## config.mk

```make
export PLATFORM = sky130hd
export DESIGN_NAME = cox_top
export DESIGN_NICKNAME = d
export VERILOG_FILES = /design/src/cox_pkg.sv /design/src/cox_alu_if.sv /design/src/cox_alu.sv /design/src/cox_top.sv
export SDC_FILE = /design/constraint.sdc
export NUM_CORES = 1
export LEC_CHECK = 0
export BUFFER_PORTS_ARGS = -buffer_cell sky130_fd_sc_hd__buf_2
export CORE_UTILIZATION = 45
export DETAILED_ROUTE_END_ITERATION = 10
export SLEW_MARGIN = 20
export SYNTH_ARGS = -nofsm -noshare
export SYNTH_HDL_FRONTEND = slang
export SYNTH_SLANG_ARGS = --single-unit
```

## constraint.sdc

```tcl
create_clock -name clk_i -period 13 [get_ports clk_i]
set_input_delay 3.9 -clock clk_i [delete_from_list [all_inputs] [get_ports clk_i]]
set_output_delay 3.9 -clock clk_i [all_outputs]
set_load 0.01 [all_outputs]
```

## src/cox_pkg.sv

```systemverilog
// Constants, register map and opcode encodings of the opcode execution block
package cox_pkg;
   // ---------------------------------------------------------------
   // Widths
   // ---------------------------------------------------------------
   localparam int ACC_W = 24;
   localparam int DISP_W = 8;
   localparam int ADR_W = 8;
   localparam int OP_W = 4;
   localparam int CNT_W = 3;

   // ---------------------------------------------------------------
   // Register byte offsets
   // ---------------------------------------------------------------
   localparam logic [7:0] ADR_ACC_X = 8'h00;
   localparam logic [7:0] ADR_ACC_Y = 8'h04;
   localparam logic [7:0] ADR_ACC_Z = 8'h08;
   localparam logic [7:0] ADR_ACC_R = 8'h0C;
   localparam logic [7:0] ADR_CMD = 8'h10;
   localparam logic [7:0] ADR_CONST = 8'h14;
   localparam logic [7:0] ADR_STATUS = 8'h18;
   localparam logic [7:0] ADR_DISP61 = 8'h1C;
   localparam logic [7:0] ADR_DISP62 = 8'h20;

   // ---------------------------------------------------------------
   // Command register fields
   // ---------------------------------------------------------------
   localparam int CMD_OP_LSB = 0;
   localparam int CMD_P1_LSB = 4;
   localparam int CMD_P2_LSB = 6;
   localparam int CMD_CONST_BIT = 8;

   // ---------------------------------------------------------------
   // Status register fields
   // ---------------------------------------------------------------
   localparam int ST_C = 0;
   localparam int ST_O = 1;
   localparam int ST_S = 2;
   localparam int ST_Z = 3;
   localparam int ST_BUSY = 4;
   localparam int ST_LEN_LSB = 8;

   // ---------------------------------------------------------------
   // Opcodes
   // ---------------------------------------------------------------
   localparam logic [3:0] OP_NOP = 4'h0;
   localparam logic [3:0] OP_BLANK = 4'h1;
   localparam logic [3:0] OP_WDT = 4'h2;
   localparam logic [3:0] OP_CMP = 4'h3;
   localparam logic [3:0] OP_NEG = 4'h4;
   localparam logic [3:0] OP_DEC = 4'h5;
   localparam logic [3:0] OP_CLRCO = 4'h6;

   // ---------------------------------------------------------------
   // Instruction lengths in bytes and cycles
   // ---------------------------------------------------------------
   localparam logic [2:0] LEN_ONE = 3'h1;
   localparam logic [2:0] LEN_TWO = 3'h2;
   localparam logic [2:0] LEN_FOUR = 3'h4;

   // ---------------------------------------------------------------
   // Reset values and default ROM target
   // ---------------------------------------------------------------
   localparam logic [23:0] ACC_RST = 24'h000000;
   localparam logic [7:0] DISP_RST = 8'h00;
   localparam logic [15:0] BLANK_ROM_ADR = 16'h0F00;
endpackage : cox_pkg

```

## src/cox_alu_if.sv

```systemverilog
// Carrier between the execution core and its arithmetic unit
`timescale 1ns/1ns
`default_nettype none
interface cox_alu_if;
   logic [3:0] op;
   logic [cox_pkg::ACC_W-1:0] a;
   logic [cox_pkg::ACC_W-1:0] b;
   logic [cox_pkg::ACC_W-1:0] res;
   logic c;
   logic o;
   logic s;
   logic z;
   modport core (output op, output a, output b, input res, input c, input o, input s, input z);
   modport alu (input op, input a, input b, output res, output c, output o, output s, output z);
endinterface : cox_alu_if
`default_nettype wire

```

## src/cox_alu.sv

```systemverilog
// Arithmetic unit for compare, negate and decrement
`timescale 1ns/1ns
`default_nettype none
module cox_alu (
   cox_alu_if.alu u
);
   logic [cox_pkg::ACC_W:0] wide;

   always_comb begin
      wide = {1'b0, u.b} - {1'b0, u.a};
      u.res = u.a;
      u.c = 1'b0;
      u.o = 1'b0;
      case (u.op)
         cox_pkg::OP_CMP: begin
            // Borrow out of b - a is the carry; operands are not written
            wide = {1'b0, u.b} - {1'b0, u.a};                        // [RQ6]
            u.res = wide[cox_pkg::ACC_W-1:0];
            u.c = wide[cox_pkg::ACC_W];                                 // [RQ10]
            u.o = (u.b[23] ^ u.a[23]) & (u.res[23] ^ u.b[23]);          // [RQ10]
         end
         cox_pkg::OP_NEG: begin
            u.res = ~u.a + 24'h000001;                                  // [RQ8]
         end
         cox_pkg::OP_DEC: begin
            wide = {1'b0, u.a} - 25'h0000001;                           // [RQ9]
            u.res = wide[cox_pkg::ACC_W-1:0];
            u.c = wide[cox_pkg::ACC_W];
            u.o = u.a[23] & ~u.res[23];
         end
         default: begin
            u.res = u.a;
         end
      endcase
      u.s = u.res[23];                                                  // [RQ11]
      u.z = (u.res == 24'h000000);                                      // [RQ11]
   end
endmodule : cox_alu
`default_nettype wire

```

## src/cox_top.sv

```systemverilog
// Execution core for six processor opcodes with a Wishbone register port
// Functional notes
// [RQ1] Blank-display zeroes display registers 61 and 62 and is one byte long.
// [RQ2] Blank-display runs as a call into a ROM subroutine rather than a dedicated operation.
// [RQ3] Software follows blank-display with a display update so the segments go dark.
// [RQ4] Watchdog-clear restarts the watchdog, is two bytes long and keeps the flags.
// [RQ5] Software issues watchdog-clear at the end of each run just before stop.
// [RQ6] Compare computes second minus first operand, sets C O S Z and writes no register.
// [RQ7] Compare takes an accumulator and an accumulator (1 byte 1 cycle) or a constant (4 and 4).
// [RQ8] Negate writes the two's complement back, updates S and Z only, 2 bytes 2 cycles.
// [RQ9] Decrement subtracts one, writes back, updates C O S Z, 1 byte 1 cycle.
// [RQ10] C is carry and O is overflow, and one instruction clears both together.
// [RQ11] S is the result's top bit and Z is set exactly when all 24 result bits are zero.
`timescale 1ns/1ns
`default_nettype none
module cox_top #(
   parameter logic [15:0] BLANK_ROM_ADR = cox_pkg::BLANK_ROM_ADR
) (
   input wire logic clk_i,
   input wire logic rst_i,
   input wire logic wb_cyc_i,
   input wire logic wb_stb_i,
   input wire logic wb_we_i,
   input wire logic [cox_pkg::ADR_W-1:0] wb_adr_i,
   input wire logic [3:0] wb_sel_i,
   input wire logic [31:0] wb_dat_i,
   output logic [31:0] wb_dat_o,
   output logic wb_ack_o,
   output logic wdt_clear_o,
   output logic rom_call_o,
   output logic [15:0] rom_call_adr_o
);
   typedef enum logic [0:0] {ST_IDLE, ST_EXEC} cox_state_t;

   // ---------------------------------------------------------------
   // Decoding helpers
   // ---------------------------------------------------------------
   function automatic logic [2:0] cycles_of(input logic [3:0] op, input logic use_const);
      case (op)
         cox_pkg::OP_CMP: cycles_of = use_const ? cox_pkg::LEN_FOUR : cox_pkg::LEN_ONE; // [RQ7]
         cox_pkg::OP_NEG: cycles_of = cox_pkg::LEN_TWO;                                 // [RQ8]
         default: cycles_of = cox_pkg::LEN_ONE;                                         // [RQ9]
      endcase
   endfunction : cycles_of

   function automatic logic [2:0] bytes_of(input logic [3:0] op, input logic use_const);
      case (op)
         cox_pkg::OP_CMP: bytes_of = use_const ? cox_pkg::LEN_FOUR : cox_pkg::LEN_ONE;  // [RQ7]
         cox_pkg::OP_NEG: bytes_of = cox_pkg::LEN_TWO;                                  // [RQ8]
         cox_pkg::OP_WDT: bytes_of = cox_pkg::LEN_TWO;                                  // [RQ4]
         default: bytes_of = cox_pkg::LEN_ONE;                                          // [RQ1]
      endcase
   endfunction : bytes_of

   // ---------------------------------------------------------------
   // State
   // ---------------------------------------------------------------
   logic ack_r, ack_nxt;
   logic [31:0] dat_r, dat_nxt;
   cox_state_t state_r, state_nxt;
   logic [cox_pkg::CNT_W-1:0] cnt_r, cnt_nxt;
   logic [3:0] op_r, op_nxt;
   logic [1:0] p1_r, p1_nxt;
   logic [1:0] p2_r, p2_nxt;
   logic konst_r, konst_nxt;
   logic [cox_pkg::ACC_W-1:0] acc_r [4];
   logic [cox_pkg::ACC_W-1:0] acc_nxt [4];
   logic [cox_pkg::ACC_W-1:0] const_r, const_nxt;
   logic [cox_pkg::DISP_W-1:0] disp61_r, disp61_nxt;
   logic [cox_pkg::DISP_W-1:0] disp62_r, disp62_nxt;
   logic fc_r, fc_nxt, fo_r, fo_nxt, fs_r, fs_nxt, fz_r, fz_nxt;
   logic [2:0] len_r, len_nxt;
   logic wdt_r, wdt_nxt;
   logic call_r, call_nxt;
   logic req;
   logic wr;

   cox_alu_if alu_bus ();

   cox_alu u_alu (
      .u (alu_bus)
   );

   assign req = wb_cyc_i & wb_stb_i & ~ack_r;
   assign wr = req & wb_we_i;
   assign alu_bus.op = op_r;
   assign alu_bus.a = acc_r[p1_r];
   assign alu_bus.b = konst_r ? const_r : acc_r[p2_r];

   // ---------------------------------------------------------------
   // Bus slave: ack one cycle after the request, zero for unmapped reads
   // ---------------------------------------------------------------
   always_comb begin
      ack_nxt = req;
      dat_nxt = dat_r;
      if (req) begin
         dat_nxt = 32'h00000000;
         case (wb_adr_i)
            cox_pkg::ADR_ACC_X: dat_nxt[23:0] = acc_r[0];
            cox_pkg::ADR_ACC_Y: dat_nxt[23:0] = acc_r[1];
            cox_pkg::ADR_ACC_Z: dat_nxt[23:0] = acc_r[2];
            cox_pkg::ADR_ACC_R: dat_nxt[23:0] = acc_r[3];
            cox_pkg::ADR_CMD: dat_nxt[8:0] = {konst_r, p2_r, p1_r, op_r};
            cox_pkg::ADR_CONST: dat_nxt[23:0] = const_r;
            cox_pkg::ADR_STATUS: begin
               dat_nxt[cox_pkg::ST_C] = fc_r;
               dat_nxt[cox_pkg::ST_O] = fo_r;
               dat_nxt[cox_pkg::ST_S] = fs_r;
               dat_nxt[cox_pkg::ST_Z] = fz_r;
               dat_nxt[cox_pkg::ST_BUSY] = (state_r == ST_EXEC);
               dat_nxt[cox_pkg::ST_LEN_LSB +: 3] = len_r;
            end
            cox_pkg::ADR_DISP61: dat_nxt[7:0] = disp61_r;
            cox_pkg::ADR_DISP62: dat_nxt[7:0] = disp62_r;
            default: dat_nxt = 32'h00000000;
         endcase
      end
   end

   always_ff @(posedge clk_i) begin
      if (rst_i) begin
         ack_r <= 1'b0;
         dat_r <= 32'h00000000;
      end else begin
         ack_r <= ack_nxt;
         dat_r <= dat_nxt;
      end
   end

   // ---------------------------------------------------------------
   // Execution core
   // ---------------------------------------------------------------
   always_comb begin
      state_nxt = state_r;
      cnt_nxt = cnt_r;
      op_nxt = op_r;
      p1_nxt = p1_r;
      p2_nxt = p2_r;
      konst_nxt = konst_r;
      acc_nxt = acc_r;
      const_nxt = const_r;
      disp61_nxt = disp61_r;
      disp62_nxt = disp62_r;
      fc_nxt = fc_r;
      fo_nxt = fo_r;
      fs_nxt = fs_r;
      fz_nxt = fz_r;
      len_nxt = len_r;
      wdt_nxt = 1'b0;
      call_nxt = 1'b0;
      case (state_r)
         ST_IDLE: begin
            // Registers are writable only while no instruction runs
            if (wr && wb_sel_i[0]) begin
               case (wb_adr_i)
                  cox_pkg::ADR_ACC_X: acc_nxt[0] = wb_dat_i[23:0];
                  cox_pkg::ADR_ACC_Y: acc_nxt[1] = wb_dat_i[23:0];
                  cox_pkg::ADR_ACC_Z: acc_nxt[2] = wb_dat_i[23:0];
                  cox_pkg::ADR_ACC_R: acc_nxt[3] = wb_dat_i[23:0];
                  cox_pkg::ADR_CONST: const_nxt = wb_dat_i[23:0];
                  cox_pkg::ADR_DISP61: disp61_nxt = wb_dat_i[7:0];
                  cox_pkg::ADR_DISP62: disp62_nxt = wb_dat_i[7:0];
                  cox_pkg::ADR_CMD: begin
                     op_nxt = wb_dat_i[cox_pkg::CMD_OP_LSB +: 4];
                     p1_nxt = wb_dat_i[cox_pkg::CMD_P1_LSB +: 2];
                     p2_nxt = wb_dat_i[cox_pkg::CMD_P2_LSB +: 2];
                     konst_nxt = wb_dat_i[cox_pkg::CMD_CONST_BIT];
                     cnt_nxt = cycles_of(op_nxt, konst_nxt) - 3'h1;
                     len_nxt = bytes_of(op_nxt, konst_nxt);
                     state_nxt = ST_EXEC;
                  end
                  default: begin
                     state_nxt = ST_IDLE;
                  end
               endcase
            end
         end
         ST_EXEC: begin
            if (cnt_r != 3'h0) begin
               cnt_nxt = cnt_r - 3'h1;
            end else begin
               state_nxt = ST_IDLE;
               case (op_r)
                  cox_pkg::OP_BLANK: begin
                     disp61_nxt = cox_pkg::DISP_RST;                  // [RQ1]
                     disp62_nxt = cox_pkg::DISP_RST;                  // [RQ1]
                     call_nxt = 1'b1;                                 // [RQ2]
                  end
                  cox_pkg::OP_WDT: begin
                     wdt_nxt = 1'b1;                                  // [RQ4]
                  end
                  cox_pkg::OP_CMP: begin
                     fc_nxt = alu_bus.c;                              // [RQ6]
                     fo_nxt = alu_bus.o;                              // [RQ6]
                     fs_nxt = alu_bus.s;                              // [RQ11]
                     fz_nxt = alu_bus.z;                              // [RQ11]
                  end
                  cox_pkg::OP_NEG: begin
                     acc_nxt[p1_r] = alu_bus.res;                     // [RQ8]
                     fs_nxt = alu_bus.s;                              // [RQ8]
                     fz_nxt = alu_bus.z;                              // [RQ8]
                  end
                  cox_pkg::OP_DEC: begin
                     acc_nxt[p1_r] = alu_bus.res;                     // [RQ9]
                     fc_nxt = alu_bus.c;                              // [RQ9]
                     fo_nxt = alu_bus.o;                              // [RQ9]
                     fs_nxt = alu_bus.s;                              // [RQ9]
                     fz_nxt = alu_bus.z;                              // [RQ9]
                  end
                  cox_pkg::OP_CLRCO: begin
                     fc_nxt = 1'b0;                                   // [RQ10]
                     fo_nxt = 1'b0;                                   // [RQ10]
                  end
                  default: begin
                     state_nxt = ST_IDLE;
                  end
               endcase
            end
         end
         default: begin
            state_nxt = ST_IDLE;
         end
      endcase
   end

   always_ff @(posedge clk_i) begin
      if (rst_i) begin
         state_r <= ST_IDLE;
         cnt_r <= 3'h0;
         op_r <= cox_pkg::OP_NOP;
         p1_r <= 2'h0;
         p2_r <= 2'h0;
         konst_r <= 1'b0;
         acc_r <= '{default: cox_pkg::ACC_RST};
         const_r <= cox_pkg::ACC_RST;
         disp61_r <= cox_pkg::DISP_RST;
         disp62_r <= cox_pkg::DISP_RST;
         fc_r <= 1'b0;
         fo_r <= 1'b0;
         fs_r <= 1'b0;
         fz_r <= 1'b0;
         len_r <= 3'h0;
         wdt_r <= 1'b0;
         call_r <= 1'b0;
         rom_call_adr_o <= 16'h0000;
      end else begin
         state_r <= state_nxt;
         cnt_r <= cnt_nxt;
         op_r <= op_nxt;
         p1_r <= p1_nxt;
         p2_r <= p2_nxt;
         konst_r <= konst_nxt;
         acc_r <= acc_nxt;
         const_r <= const_nxt;
         disp61_r <= disp61_nxt;
         disp62_r <= disp62_nxt;
         fc_r <= fc_nxt;
         fo_r <= fo_nxt;
         fs_r <= fs_nxt;
         fz_r <= fz_nxt;
         len_r <= len_nxt;
         wdt_r <= wdt_nxt;
         call_r <= call_nxt;
         rom_call_adr_o <= BLANK_ROM_ADR;                             // [RQ2]
      end
   end

   assign wb_ack_o = ack_r;
   assign wb_dat_o = dat_r;
   assign wdt_clear_o = wdt_r;
   assign rom_call_o = call_r;
endmodule : cox_top
`default_nettype wire

```

=== Word-level counts from Yosys, hierarchy flattened ===
Index checks and enable logic that the tools add are counted.

* Logic and storage cells: 149
* Register bits: 199
* Input port bits: 49

* Bitwise gates (word level): 14
* $lt $le $gt $ge: 3
* Multiplexer cells: 53
* Reduce and logical (&&, ||, !) cells: 22
* Eq/ne operators: 29
* Add/sub/neg operators: 5

{| class="wikitable"
|+ Operators with widths
! cell !! number
|-
| $mux W96 || 3
|-
| $mux W24 || 10
|-
| $pmux W96 S2 || 1
|-
| $bmux W24 S2 || 2
|-
| $bwmux W96 || 1
|-
| $pmux W24 S3 || 1
|-
| $pmux W13 S5 || 1
|-
| $demux W24 S2 || 1
|-
| $mux W8 || 6
|-
| $pmux W5 S9 || 1
|-
| $eq A8 B5 Y1 const B || 4
|-
| $pmux W8 S2 || 2
|-
| $sub A24 B1 Y25 const B || 1
|-
| $sub A24 B24 Y25 || 1
|-
| $add A24 B1 Y24 const B || 1
|-
| $logic_not A24 Y1 || 1
|-
| $not A24 Y24 || 1
|-
| $pmux W3 S8 || 1
|-
| $reduce_and A4 Y1 || 6
|-
| $mux W3 || 7
|-
| $ne A2 B1 Y1 const B || 9
|-
| $pmux W3 S2 || 3
|-
| $eq A4 B2 Y1 const B || 4
|-
| $eq A4 B3 Y1 const B || 4
|-
| other kinds (24) || 54
|}

=== Longest topological paths before layout ===
Gate-level depths: netlist of the first run.

* Depth after elaboration: 11
* Mapped depth: 19
* Depth with buffers taken out: 16

=== Hierarchy ===
From an unflattened synthesis of the first run, not the netlist that was laid out.

* Cells, all modules: 1602
* Area, all modules: 13504.2 um^2

{| class="wikitable"
|+ Modules (own cells, without submodules)
! module !! area each (um^2) !! times used !! sequential area each (um^2) !! cells each
|-
| cox_top || 11016.8 || 1 || 3683.5 || 1231
|-
| cox_alu || 2487.4 || 1 || 0.0 || 371
|}

=== Least setup slack after synthesis of the first run ===
No wires, ideal clock.

* Path kind: input -> register
* From: input wb_cyc_i
* To: register acc_r[93] (netlist name)
* Data required time: 12.858 ns
* Data arrival time: 5.708 ns
* Setup slack: 7.150 ns
* Cell stages on the path: 9
* Cell sequence: nand2_1 > or2_2 > clkbuf_1 > nor3_1 > a21oi_1 > a21oi_1 > clkbuf_1 > clkbuf_1 > a311oi_1

* Word-level cells in the longest chain between the ends: 6

{| class="wikitable"
|+ RTL lines
! element !! RTL line !! source
|-
| start: declaration || cox_top.sv:21 || <nowiki>input wire logic wb_cyc_i,</nowiki>
|-
| $and A1 B1 Y1 (2 in series) || cox_top.sv:84 || <nowiki>assign req = wb_cyc_i & wb_stb_i & ~ack_r;</nowiki>
|-
| $and A1 B1 Y1 || cox_top.sv:85 || <nowiki>assign wr = req & wb_we_i;</nowiki>
|-
| $logic_and A1 B1 Y1 || cox_top.sv:154 || <nowiki>if (wr && wb_sel_i[0]) begin</nowiki>
|-
| $ne A2 B2 Y1 (no line) || - ||
|-
| $reduce_and A4 Y1 (no line) || - ||
|-
| end signal: assignment || cox_top.sv:253 || <nowiki>acc_r <= acc_nxt;</nowiki>
|-
| end: declaration || cox_top.sv:66 || <nowiki>logic [cox_pkg::ACC_W-1:0] acc_r [4];</nowiki>
|}

Every way passes these cells.
A chain may end at the register's enable or synchronous reset.

=== Worst setup path in the final report of the first run ===
* From: input wb_adr_i[2] (netlist name)
* To: register acc_r[84] (netlist name)

* Word-level cells in the longest chain between the ends: 3

{| class="wikitable"
|+ RTL lines
! element !! RTL line !! source
|-
| start: declaration || cox_top.sv:24 || <nowiki>input wire logic [cox_pkg::ADR_W-1:0] wb_adr_i,</nowiki>
|-
| $logic_not A8 Y1 || cox_top.sv:155 || <nowiki>case (wb_adr_i)</nowiki>
|-
| $ne A2 B1 Y1 (no line) || - ||
|-
| $reduce_and A4 Y1 (no line) || - ||
|}

Every way passes these cells.

==> flow_summary.toml, run 1 <==
[pwr]
p_total_mw = 1.20
powerDensity_nw_per_um2 = 86.5
ir_drop_mv = 0.0684
power_leakage_nw = 5.13

[worst_setup_path]
cp_slowest_cell = "and2_2"
path_cells = "buf_2 > buf_4 > nor4_1 > and2_2 > nand2_1 > a21oi_4 > buf_4 > o211ai_1 > o21ai_1 > nor2_1"
worst_path_most_repeated_cell = "buf_4"
cp_max_fo = 40
crit_type = "in2reg"
worstRegToRegCells = 14
startpoint_type = "primary input"
cp-end-kind = "flop"
arrival_ps = 7360
required_ps = 13290
reg2reg_slack_ps = 7620
slowest_delay_ps = 810

[final_layout]
fin_nets = 1707
final_layout_size_suffix_gt1_share_pct = 12.7
finalNonFillerCells = 2022
num_antenna_cells = 0
multi_input_area_um2 = 8350
utilization_pct = 49.8
syn_to_final_growth_pct = 9.19
ff_latch_area_um2 = 3690
fillers = 2792

[cts]
cts_sinks = 184
cts-buffers-inserted = 17
clkTransAtPathRegs_ps = 70
root_buffer = "clkbuf_16"
cts_resized = 0
clockBufferDepth = 2
clk_latency_ps = 450
htree_levels = 4
post_cts_buffers = 0
cts_hold_buf = 0
cts_tree = "done"

[global_route]
grt_util_all_layers_pct = 32.6
grt_antenna_before_repair = 1
grt_max_degree = 90
gr-total-overflow = 0
grt_pass1_wl_mm = 71.1
grt_pass1_vias = 11700

[synth]
synth_cell_type_count = 80
synth_warnings = 0
syn_area_um2 = 12700
syn_area_per_cell_um2 = 7.74
synth_flop_cell = "dfxtp_1"
ys_ff_latch = 184
postSynth.asyncResetShare_pct = 0
yosysSeqAreaShare_pct = 29.1
synth-edff-count = 0
synthCells = 1638

[timing]
slew_violations = 0
rsz0062_at_grt = "no"
finalSetupViolCount = 0
finalClockSkew_ps = 14.1
max_freq_ghz = 0.141
slew_headroom_pct = 28.9
setup_slack_ps = 5930
fin_crit_ps = 7070
fin_crit_sh_pct = 54.4
final.setup.tns_ps = 0
hold_violations = 0
worst-slew-pin-transition_ps = 1050

[floorplan]
core_um2 = 27800
chipWidth_um = 170
die_height_um = 170
std_cell_rows = 61
ios = 100
die-area_um2 = 28800
initial_core_util_pct = 45.6

[detailed_routing]
vias = 12900
wire_per_inst_um = 23.2
postRouteAntennaNets = 0
drt_iter0_drc = 1400
first_pass_iters = 5
avgViaCountPerCell = 6.38
drc_errors = 0
wirelength_mm = 47.0

[job]
max_cap_viol_count = 0

[placement]
place_congestion = 0.991
dp_cells = 1990
port_buffers = 68
pre_cts_slack_ps = 5560
dp_hpwl_mm = 31.1

[hold_path]
min_path_type = "reg2reg"
whs_path_depth = 2

[run_status]
status = "finished, final reports clean"
-- sequential cells by signal, summed over array words and instances, names as in the netlist, 3 cells and up --
signal / count
const_r: 24
len_r: 3
wb_dat_o: 24
alu_bus.op: 4
disp61_r: 8
disp62_r: 8
cnt_r: 3
acc_r: 96
-- logic make-up (layout without fill, tap and decap cells) --
group | Yosys count | after routing | synth area share [%]
simple gates | 628 | 628 | 22.1
compound gates | 472 | 472 | 24.5
flops | 184 | 184 | 29.1
buf+inv | 182 | 169 | 6.24
mux | 102 | 102 | 12.4
xor+xnor | 42 | 42 | 2.90
fa+ha+maj | 27 | 27 | 2.72
other cells | 1 | 20 | 0.0296
-- Yosys cell counts, types with 5 or more instances --
master,count,area [µm²]
nor2_1,253,950
nand2_1,201,754
dfxtp_1,184,3680
a21oi_1,161,806
clkbuf_1,106,398
a211oi_1,86,646
mux2i_1,54,541
mux4_2,44,991
a22oi_1,41,308
o21ai_0,38,190
inv_1,35,131
nand3_1,33,165
nor2b_1,29,181
ha_1,26,325
xnor2_1,25,219
buf_4,23,173
nor3_1,23,115
a311oi_1,21,184
a31oi_1,18,113
o21ai_1,17,85.1
xor2_1,17,149
o211ai_1,15,113
a21o_1,13,97.6
nand4_1,12,75.1
nor4_1,10,62.6
a222oi_1,9,90.1
and3_1,9,56.3
or3_1,9,56.3
buf_1,8,30.0
a221oi_1,7,61.3
or4_1,7,52.6
and2_1,6,37.5
nand2b_1,6,37.5
o21bai_1,6,45.0
a22o_1,5,43.8
buf_2,5,25.0
o22ai_1,5,31.3
-- final timing paths --
kind / start / to
setup / recovery: wb_adr_i[2] / acc_r[84]$_SDFFE_PP0P_
setup reg to reg: p1_r[1]$_SDFFE_PP0P_ / fz_r$_SDFFE_PP0P_
hold / removal: const_r[21]$_SDFFE_PP0P_ / const_r[21]$_SDFFE_PP0P_
hold reg to reg: const_r[21]$_SDFFE_PP0P_ / const_r[21]$_SDFFE_PP0P_
-- where the power goes --
part | switching (mW) | leakage, nW | internal [mW] | total (mW)
Combinational | 0.0436 | 3.35 | 0.0193 | 0.0629
Clock | 0.254 | 0.297 | 0.312 | 0.565
Sequential | 0.00210 | 1.49 | 0.567 | 0.569
Total | 0.299 | 5.13 | 0.898 | 1.20
-- placed cells by master (no fill, tap or decap), types with 6 or more instances in the layout --
cell,synthesis,layout
a211oi_1,86,86
mux2i_1,54,54
nand4_1,12,12
or3_1,9,9
a31oi_1,18,17
or4_1,7,7
a21oi_1,161,160
nand2_1,201,201
and3_1,9,8
ha_1,26,26
buf_2,5,67
nand2b_1,6,6
a21o_1,13,13
nor2_1,253,250
a221oi_1,7,7
nor2b_1,29,29
a222oi_1,9,9
dfxtp_1,184,182
xor2_1,17,17
xnor2_1,25,25
conb_1,1,20
o21ai_0,38,38
o21bai_1,6,6
a311oi_1,21,21
o211ai_1,15,15
a22oi_1,41,41
o21ai_1,17,16
nand3_1,33,33
nor4_1,10,10
buf_4,23,31
nor3_1,23,22
clkbuf_16,0,17
mux4_2,44,44
inv_1,35,35
-- final cells by class --
| type | instances | area share, % |
|---|---|---|
| Sequential cell | 184 | 26.6 |
| Clock buffer | 20 | 3.23 |
| Inverter | 38 | 1.03 |
| Tap cell | 378 | 3.42 |
| Multi-Input combinational cell | 1291 | 60.3 |
| Timing Repair Buffer | 99 | 4.19 |
| Clock inverter | 12 | 1.20 |
-- through the flow --
stage / cell area [µm²] / hold slack, ps
floorplan: 12700 / 421
global placement: 13200 / 459
detailed placement: 13200 / 466
CTS: 13800 / 478
global route: 13800 / 493
finish: 13800 / 478
-- layer usage --
layer	share of wire [%]	track usage [%]	wire length (µm)	up-vias
met1	43	44.9	20200	6207
li1	-	-	-	5931
met5	0.028	0	13	-
met3	8.6	4.98	4040	109
met4	3.4	13.5	1600	2
met2	45	50.8	21100	653
-- worst max-delay path, delay by kind of cell --
family	cells	cell delay (ps)
buffers and inverters	3	870
AND/OR/NAND/NOR	4	1570
AO/OA/AOI/OAI	3	980
(Power assumes the default switching activity.)
==> run 2: changes to the inputs <==
--- a/config.mk
+++ b/config.mk
@@ -5,6 +5,7 @@
 export SDC_FILE = /design/constraint.sdc
 export NUM_CORES = 1
 export LEC_CHECK = 0
+export ABC_AREA = 1
 export BUFFER_PORTS_ARGS = -buffer_cell sky130_fd_sc_hd__buf_2
 export CORE_UTILIZATION = 45
 export DETAILED_ROUTE_END_ITERATION = 10
==> constraint.sdc (replaced) <==
create_clock -name clk_i -period 5.89 [get_ports clk_i]
set_input_delay 1.767 -clock clk_i [delete_from_list [all_inputs] [get_ports clk_i]]
set_output_delay 1.767 -clock clk_i [all_outputs]
set_load 0.01 [all_outputs]
==> run 2 against run 1 <==
Routed wire length up 13%. Area after synthesis up 4.0%. Final area up 2.9%. Clock power up 110%. Synthesized cell count up 29%. Power up 110%. Largest cell class unchanged. Flip-flop and latch count unchanged. Via count up 16%. First-iteration DRC count up 14%. Non-clock buffer count down 4. Sequential power up 120%. Hold slack worse by 17 ps.
==> flow_summary.toml, run 2 <==
[detailed_routing]
drc_errors = 0
first_pass_iters = 8
wirelength_mm = 53.0
wire_per_inst_um = 21.0
postRouteAntennaNets = 0
drt_iter0_drc = 1600
avgViaCountPerCell = 5.96
vias = 15000

[timing]
rsz0062_at_grt = "no"
finalClockSkew_ps = 12.3
finalSetupViolCount = 0
max_freq_ghz = 0.204
fin_crit_ps = 4900
slew_violations = 0
slew_headroom_pct = 29.4
hold_violations = 0
fin_crit_sh_pct = 83.2
final.setup.tns_ps = 0
worst-slew-pin-transition_ps = 1060

[pwr]
ir_drop_mv = 0.273
p_seq_share_pct = 48.9
comb_power_share_pct = 4.7
power_frac_clock_pct = 46.4
p_int_mw = 1.92
switching_share_pct = 25.2
power_leakage_nw = 6.65
powerDensity_nw_per_um2 = 180
p_total_mw = 2.57
power_switching_mw = 0.647

[worst_setup_path]
arrival_ps = 5280
startpoint_type = "flop"
cp-end-kind = "flop"
cp_max_fo = 33
required_ps = 6280
crit_type = "reg2reg"

[synth]
yosysSeqAreaShare_pct = 27.9
muxShareOfSynthArea_pct = 0
synthCells = 2120
ys_ff_latch = 184
synth-edff-count = 0
syn_area_um2 = 13200
synth_top_family_by_area = "simple AND/OR/NAND/NOR gates"
synth_commonest_cells = "nand2_1, o21ai_0, nor2_1"
synthSimpleGateAreaFrac_pct = 32.8
synth.most_common_cell = "nand2_1"
postSynth.asyncResetShare_pct = 0
yosysTopAreaCellShare_pct = 27.9
synthAdderAreaFrac_pct = 2.62
synth_flop_cell = "dfxtp_1"
synth_top_area_cell = "dfxtp_1"
synth_warnings = 0
synth_cell_type_count = 48
synth-compound-area-share_pct = 25.1
synth-xor-area-share_pct = 0.730
synthTopCellsByArea = "dfxtp_1, nand2_1, o21ai_0"
syn_area_per_cell_um2 = 6.22

[final_layout]
registers.top_by_ff_count = "acc_r"
utilization_pct = 49.5
final_cell_mix = "nand2_1, o21ai_0, nor2_1"
finalNonFillerCells = 2518
num_antenna_cells = 0
largest_reg_flops = 96
layout_commonest_cell = "nand2_1"
fin_nets = 2197
final_layout_size_suffix_gt1_share_pct = 10.9
syn_to_final_growth_pct = 7.98

[placement]
port_buffers = 68
dp_cells = 2486
place_congestion = 0.936
dp_hpwl_mm = 37.4

[cts]
cts-buffers-inserted = 17
cts_sinks = 184
root_buffer = "clkbuf_16"
clk_latency_ps = 450
htree_levels = 4
clockBufferDepth = 2
cts_tree = "done"
clkTransAtPathRegs_ps = 80
cts_resized = 0
post_cts_buffers = 0
cts_hold_buf = 0

[hold_path]
min_path_type = "reg2reg"

[global_route]
gr-total-overflow = 0
grt_max_degree = 97
grt_pass1_wl_mm = 81.0
grt_antenna_before_repair = 1
grt_util_all_layers_pct = 35.1
grt_pass1_vias = 13700

[floorplan]
ios = 100
std_cell_rows = 62
chipWidth_um = 173
initial_core_util_pct = 45.8
die_height_um = 173
die-area_um2 = 30000
core_um2 = 28800

[job]
max_cap_viol_count = 0

[run_status]
status = "finished, final reports clean"
-- run 2: power by group through the flow --
stage                     clock [mW]  combinational [mW]  sequential [mW]
after floorplan                    0              0.0750             1.29
after global routing            1.25               0.131             1.26
after global placement             0               0.117             1.28
after CTS                       1.20               0.118             1.25
final                           1.19               0.121             1.25
after detailed placement           0               0.117             1.28
-- run 2: final timing paths --
kind / depth (start not counted) / slack, ps / from / end
max: 16 / 990 / konst_r$_SDFFE_PP0P_ / fz_r$_SDFFE_PP0P_
min: 2 / 460 / disp62_r[2]$_SDFFE_PP0P_ / disp62_r[2]$_SDFFE_PP0P_
min reg2reg: 2 / 460 / disp62_r[2]$_SDFFE_PP0P_ / disp62_r[2]$_SDFFE_PP0P_
max reg2reg: 16 / 990 / konst_r$_SDFFE_PP0P_ / fz_r$_SDFFE_PP0P_
-- run 2: logic make-up after synthesis --
| logic type | after synthesis |
|---|---|
| flops | 184 |
| compound gates | 590 |
| fa+ha+maj | 27 |
| simple gates | 970 |
| other cells | 1 |
| xor+xnor | 11 |
| buf+inv | 337 |
-- run 2: layout make-up --
cell class	instances	area, µm²
Clock buffer	17	425
Clock inverter	15	164
Timing Repair Buffer	95	543
Tap cell	384	480
Sequential cell	184	3680
Fill cell	3029	14500
Multi-Input combinational cell	1618	8170
Inverter	205	779
-- run 2: metrics by stage --
| step | hold WS [ps] | worst slack, ps | instance area [µm²] |
|---|---|---|---|
| 2_1_floorplan | 427 | 2310 | 13300 |
| 3_5_place_dp | 451 | 1360 | 13700 |
| 4_1_cts | 461 | 1480 | 14200 |
| 6_report | 461 | 991 | 14200 |
| 3_3_place_gp | 443 | 1360 | 13700 |
| 5_1_grt | 477 | 652 | 14200 |
-- run 2: worst max-delay path, stage by stage, from the launching register on --
cell and delay, ps:
dfxtp_1 610, clkinv_1 950, a31oi_1 820, ha_1 410
a21oi_1 170, inv_1 80, a31oi_1 340, o21ai_0 210
a21oi_1 210, nand3_1 100, nand3_1 110, nand3_1 90
nand2_1 210, nand4_1 150, nor2_1 110, nand2_1 120
a21oi_2 130
-- run 2: per-layer routing --
metal	wire [µm]	track usage [%]
met2	22500	53.1
met1	23300	49.5
met5	13	0
met3	5660	7.28
met4	1500	11.1
==> run 3: changes to the inputs <==
==> constraint.sdc (replaced) <==
create_clock -name clk_i -period 4.6 [get_ports clk_i]
set_input_delay 1.38 -clock clk_i [delete_from_list [all_inputs] [get_ports clk_i]]
set_output_delay 1.38 -clock clk_i [all_outputs]
set_load 0.01 [all_outputs]
==> run 3 against run 2 <==
Worst setup slack got worse by 380 ps. Combinational power grew 31%. Critical endpoint unchanged. Sequential share of layout area is 0.38 points lower. Non-clock buffer count is 22 higher. Flip-flop and latch count stayed put.
==> flow_summary.toml, run 3 (synthesis gave the netlist of run 2 again) <==
[run_status]
status = "finished, final reports clean"

[global_route]
grt_max_degree = 70
grt_util_all_layers_pct = 35.1
grt_antenna_before_repair = 1
gr-total-overflow = 0
grt_pass1_wl_mm = 80.7
grt_pass1_vias = 13800

[timing]
finalSetupViolCount = 0
setup_slack_ps = 610
final.setup.tns_ps = 0
slew_headroom_pct = 30.2
rsz0062_at_grt = "no"
hold_violations = 0
finalClockSkew_ps = 15.1
worst-slew-pin-transition_ps = 1050
fin_crit_ps = 3990
holdWs_ps = 464
fin_crit_sh_pct = 86.7
max_freq_ghz = 0.251
slew_violations = 0

[cts]
clkTransAtPathRegs_ps = 70
cts_tree = "done"
cts_resized = 0
clk_latency_ps = 450
cts_hold_buf = 0
htree_levels = 4
clockBufferDepth = 2
cts_sinks = 184
root_buffer = "clkbuf_16"
post_cts_buffers = 0
cts-buffers-inserted = 17

[hold_path]
min_path_type = "reg2reg"
whs_path_depth = 2

[final_layout]
fillers = 3022
final_cell_mix = "nand2_1, o21ai_0, nor2_1"
final_layout_size_suffix_gt1_share_pct = 11.7
num_antenna_cells = 0
fin_nets = 2219
largest_reg_flops = 96
registers.top_by_ff_count = "acc_r"
layout_commonest_cell = "nand2_1"
syn_to_final_growth_pct = 9.59

[pwr]
power_leakage_nw = 6.77
switching_share_pct = 23.7
powerDensity_nw_per_um2 = 230
p_seq_share_pct = 48.4
p_int_mw = 2.53
comb_power_share_pct = 4.8
ir_drop_mv = 0.267
power_frac_clock_pct = 46.8
power_switching_mw = 0.787

[placement]
place_congestion = 0.941
port_buffers = 68
pre_cts_slack_ps = 716
dp_hpwl_mm = 38.2

[worst_setup_path]
startpoint_type = "flop"
required_ps = 4980
worstRegToRegCells = 25
crit_type = "reg2reg"
cp-end-kind = "flop"
cp_max_fo = 41
arrival_ps = 4370

[detailed_routing]
first_pass_iters = 5
vias = 15100
wirelength_mm = 53.3
drc_errors = 0
avgViaCountPerCell = 5.95
drt_iter0_drc = 1991
wire_per_inst_um = 21.0
postRouteAntennaNets = 0

[floorplan]
std_cell_rows = 62
initial_core_util_pct = 45.8
die-area_um2 = 30000
ios = 100
core_um2 = 28800
die_height_um = 173
chipWidth_um = 173

[job]
max_cap_viol_count = 0
## run 3: cell types whose count changed in the layout (fill, tap and decap cells not counted), sizes merged
cell	delta
buf	+22
bufinv	+1
clkbuf	+5
clkinv	-1
clkinvlp	+1
inv	-6
## run 3: path summary, 6_finish.rpt
check	startpoint	end	slack [ps]
worst max-delay path	p2_r[0]$_SDFFE_PP0P_	fz_r$_SDFFE_PP0P_	610
worst min-delay path	wb_dat_o[2]$_SDFFE_PP0P_	wb_dat_o[2]$_SDFFE_PP0P_	460
worst max register to register	p2_r[0]$_SDFFE_PP0P_	fz_r$_SDFFE_PP0P_	610
worst min register to register	wb_dat_o[2]$_SDFFE_PP0P_	wb_dat_o[2]$_SDFFE_PP0P_	460
## run 3: stage by stage
step	area (µm²)	total power, mW	instances	utilization (%)
5_1_grt	14500	3.39	2540	50.2
2_1_floorplan	13300	1.74	2139	-
3_3_place_gp	13800	1.80	2508	48.1
6_report	14500	3.32	2540	50.2
3_5_place_dp	13800	1.80	2508	48.1
4_1_cts	14500	3.32	2540	50.2
## run 3: worst max-delay path, cell delays in order, from the launching register on
cell	delay, ps
dfxtp_1	350
buf_4	460
o21ai_0	140
o22ai_1	180
o21ai_0	210
ha_1	280
fa_1	390
inv_1	100
a21oi_1	70
nand2_1	80
nand2_1	80
inv_2	110
nand2_1	90
nand2_2	130
nand2_1	80
nand2_1	120
nand2_1	80
nand2_1	60
nand2_1	50
nand3_1	100
nand2_1	130
nand2_1	170
nand4_1	130
nor2_1	110
nand2_1	100
a21oi_2	120
## run 3: area by class of cell
class / count / area, µm² / share of cell area [%]
Timing Repair Buffer: 117 / 746 / 5.16
Tap cell: 384 / 480 / 3.32
Multi-Input combinational cell: 1618 / 8160 / 56.4
Sequential cell: 184 / 3680 / 25.5
Clock inverter: 10 / 145 / 1.00
Clock buffer: 22 / 464 / 3.21
Inverter: 205 / 779 / 5.39
## run 3: routing by layer
layer | up-vias | GRT usage (%) | wire length, µm
li1 | 7141 | - | -
met1 | 6991 | 48.4 | 22800
met2 | 876 | 54.0 | 23000
met3 | 109 | 7.50 | 6000
met4 | 0 | 12.2 | 1460
met5 | - | 0 | 0
## run 3: power by group through the flow
| stage | registers [mW] | clock network (mW) | logic, mW |
|---|---|---|---|
| finish | 1.61 | 1.55 | 0.158 |
| global route | 1.61 | 1.62 | 0.170 |
| CTS | 1.61 | 1.55 | 0.154 |
| detailed placement | 1.64 | 0 | 0.154 |
| global placement | 1.64 | 0 | 0.153 |
| floorplan | 1.65 | 0 | 0.0961 |
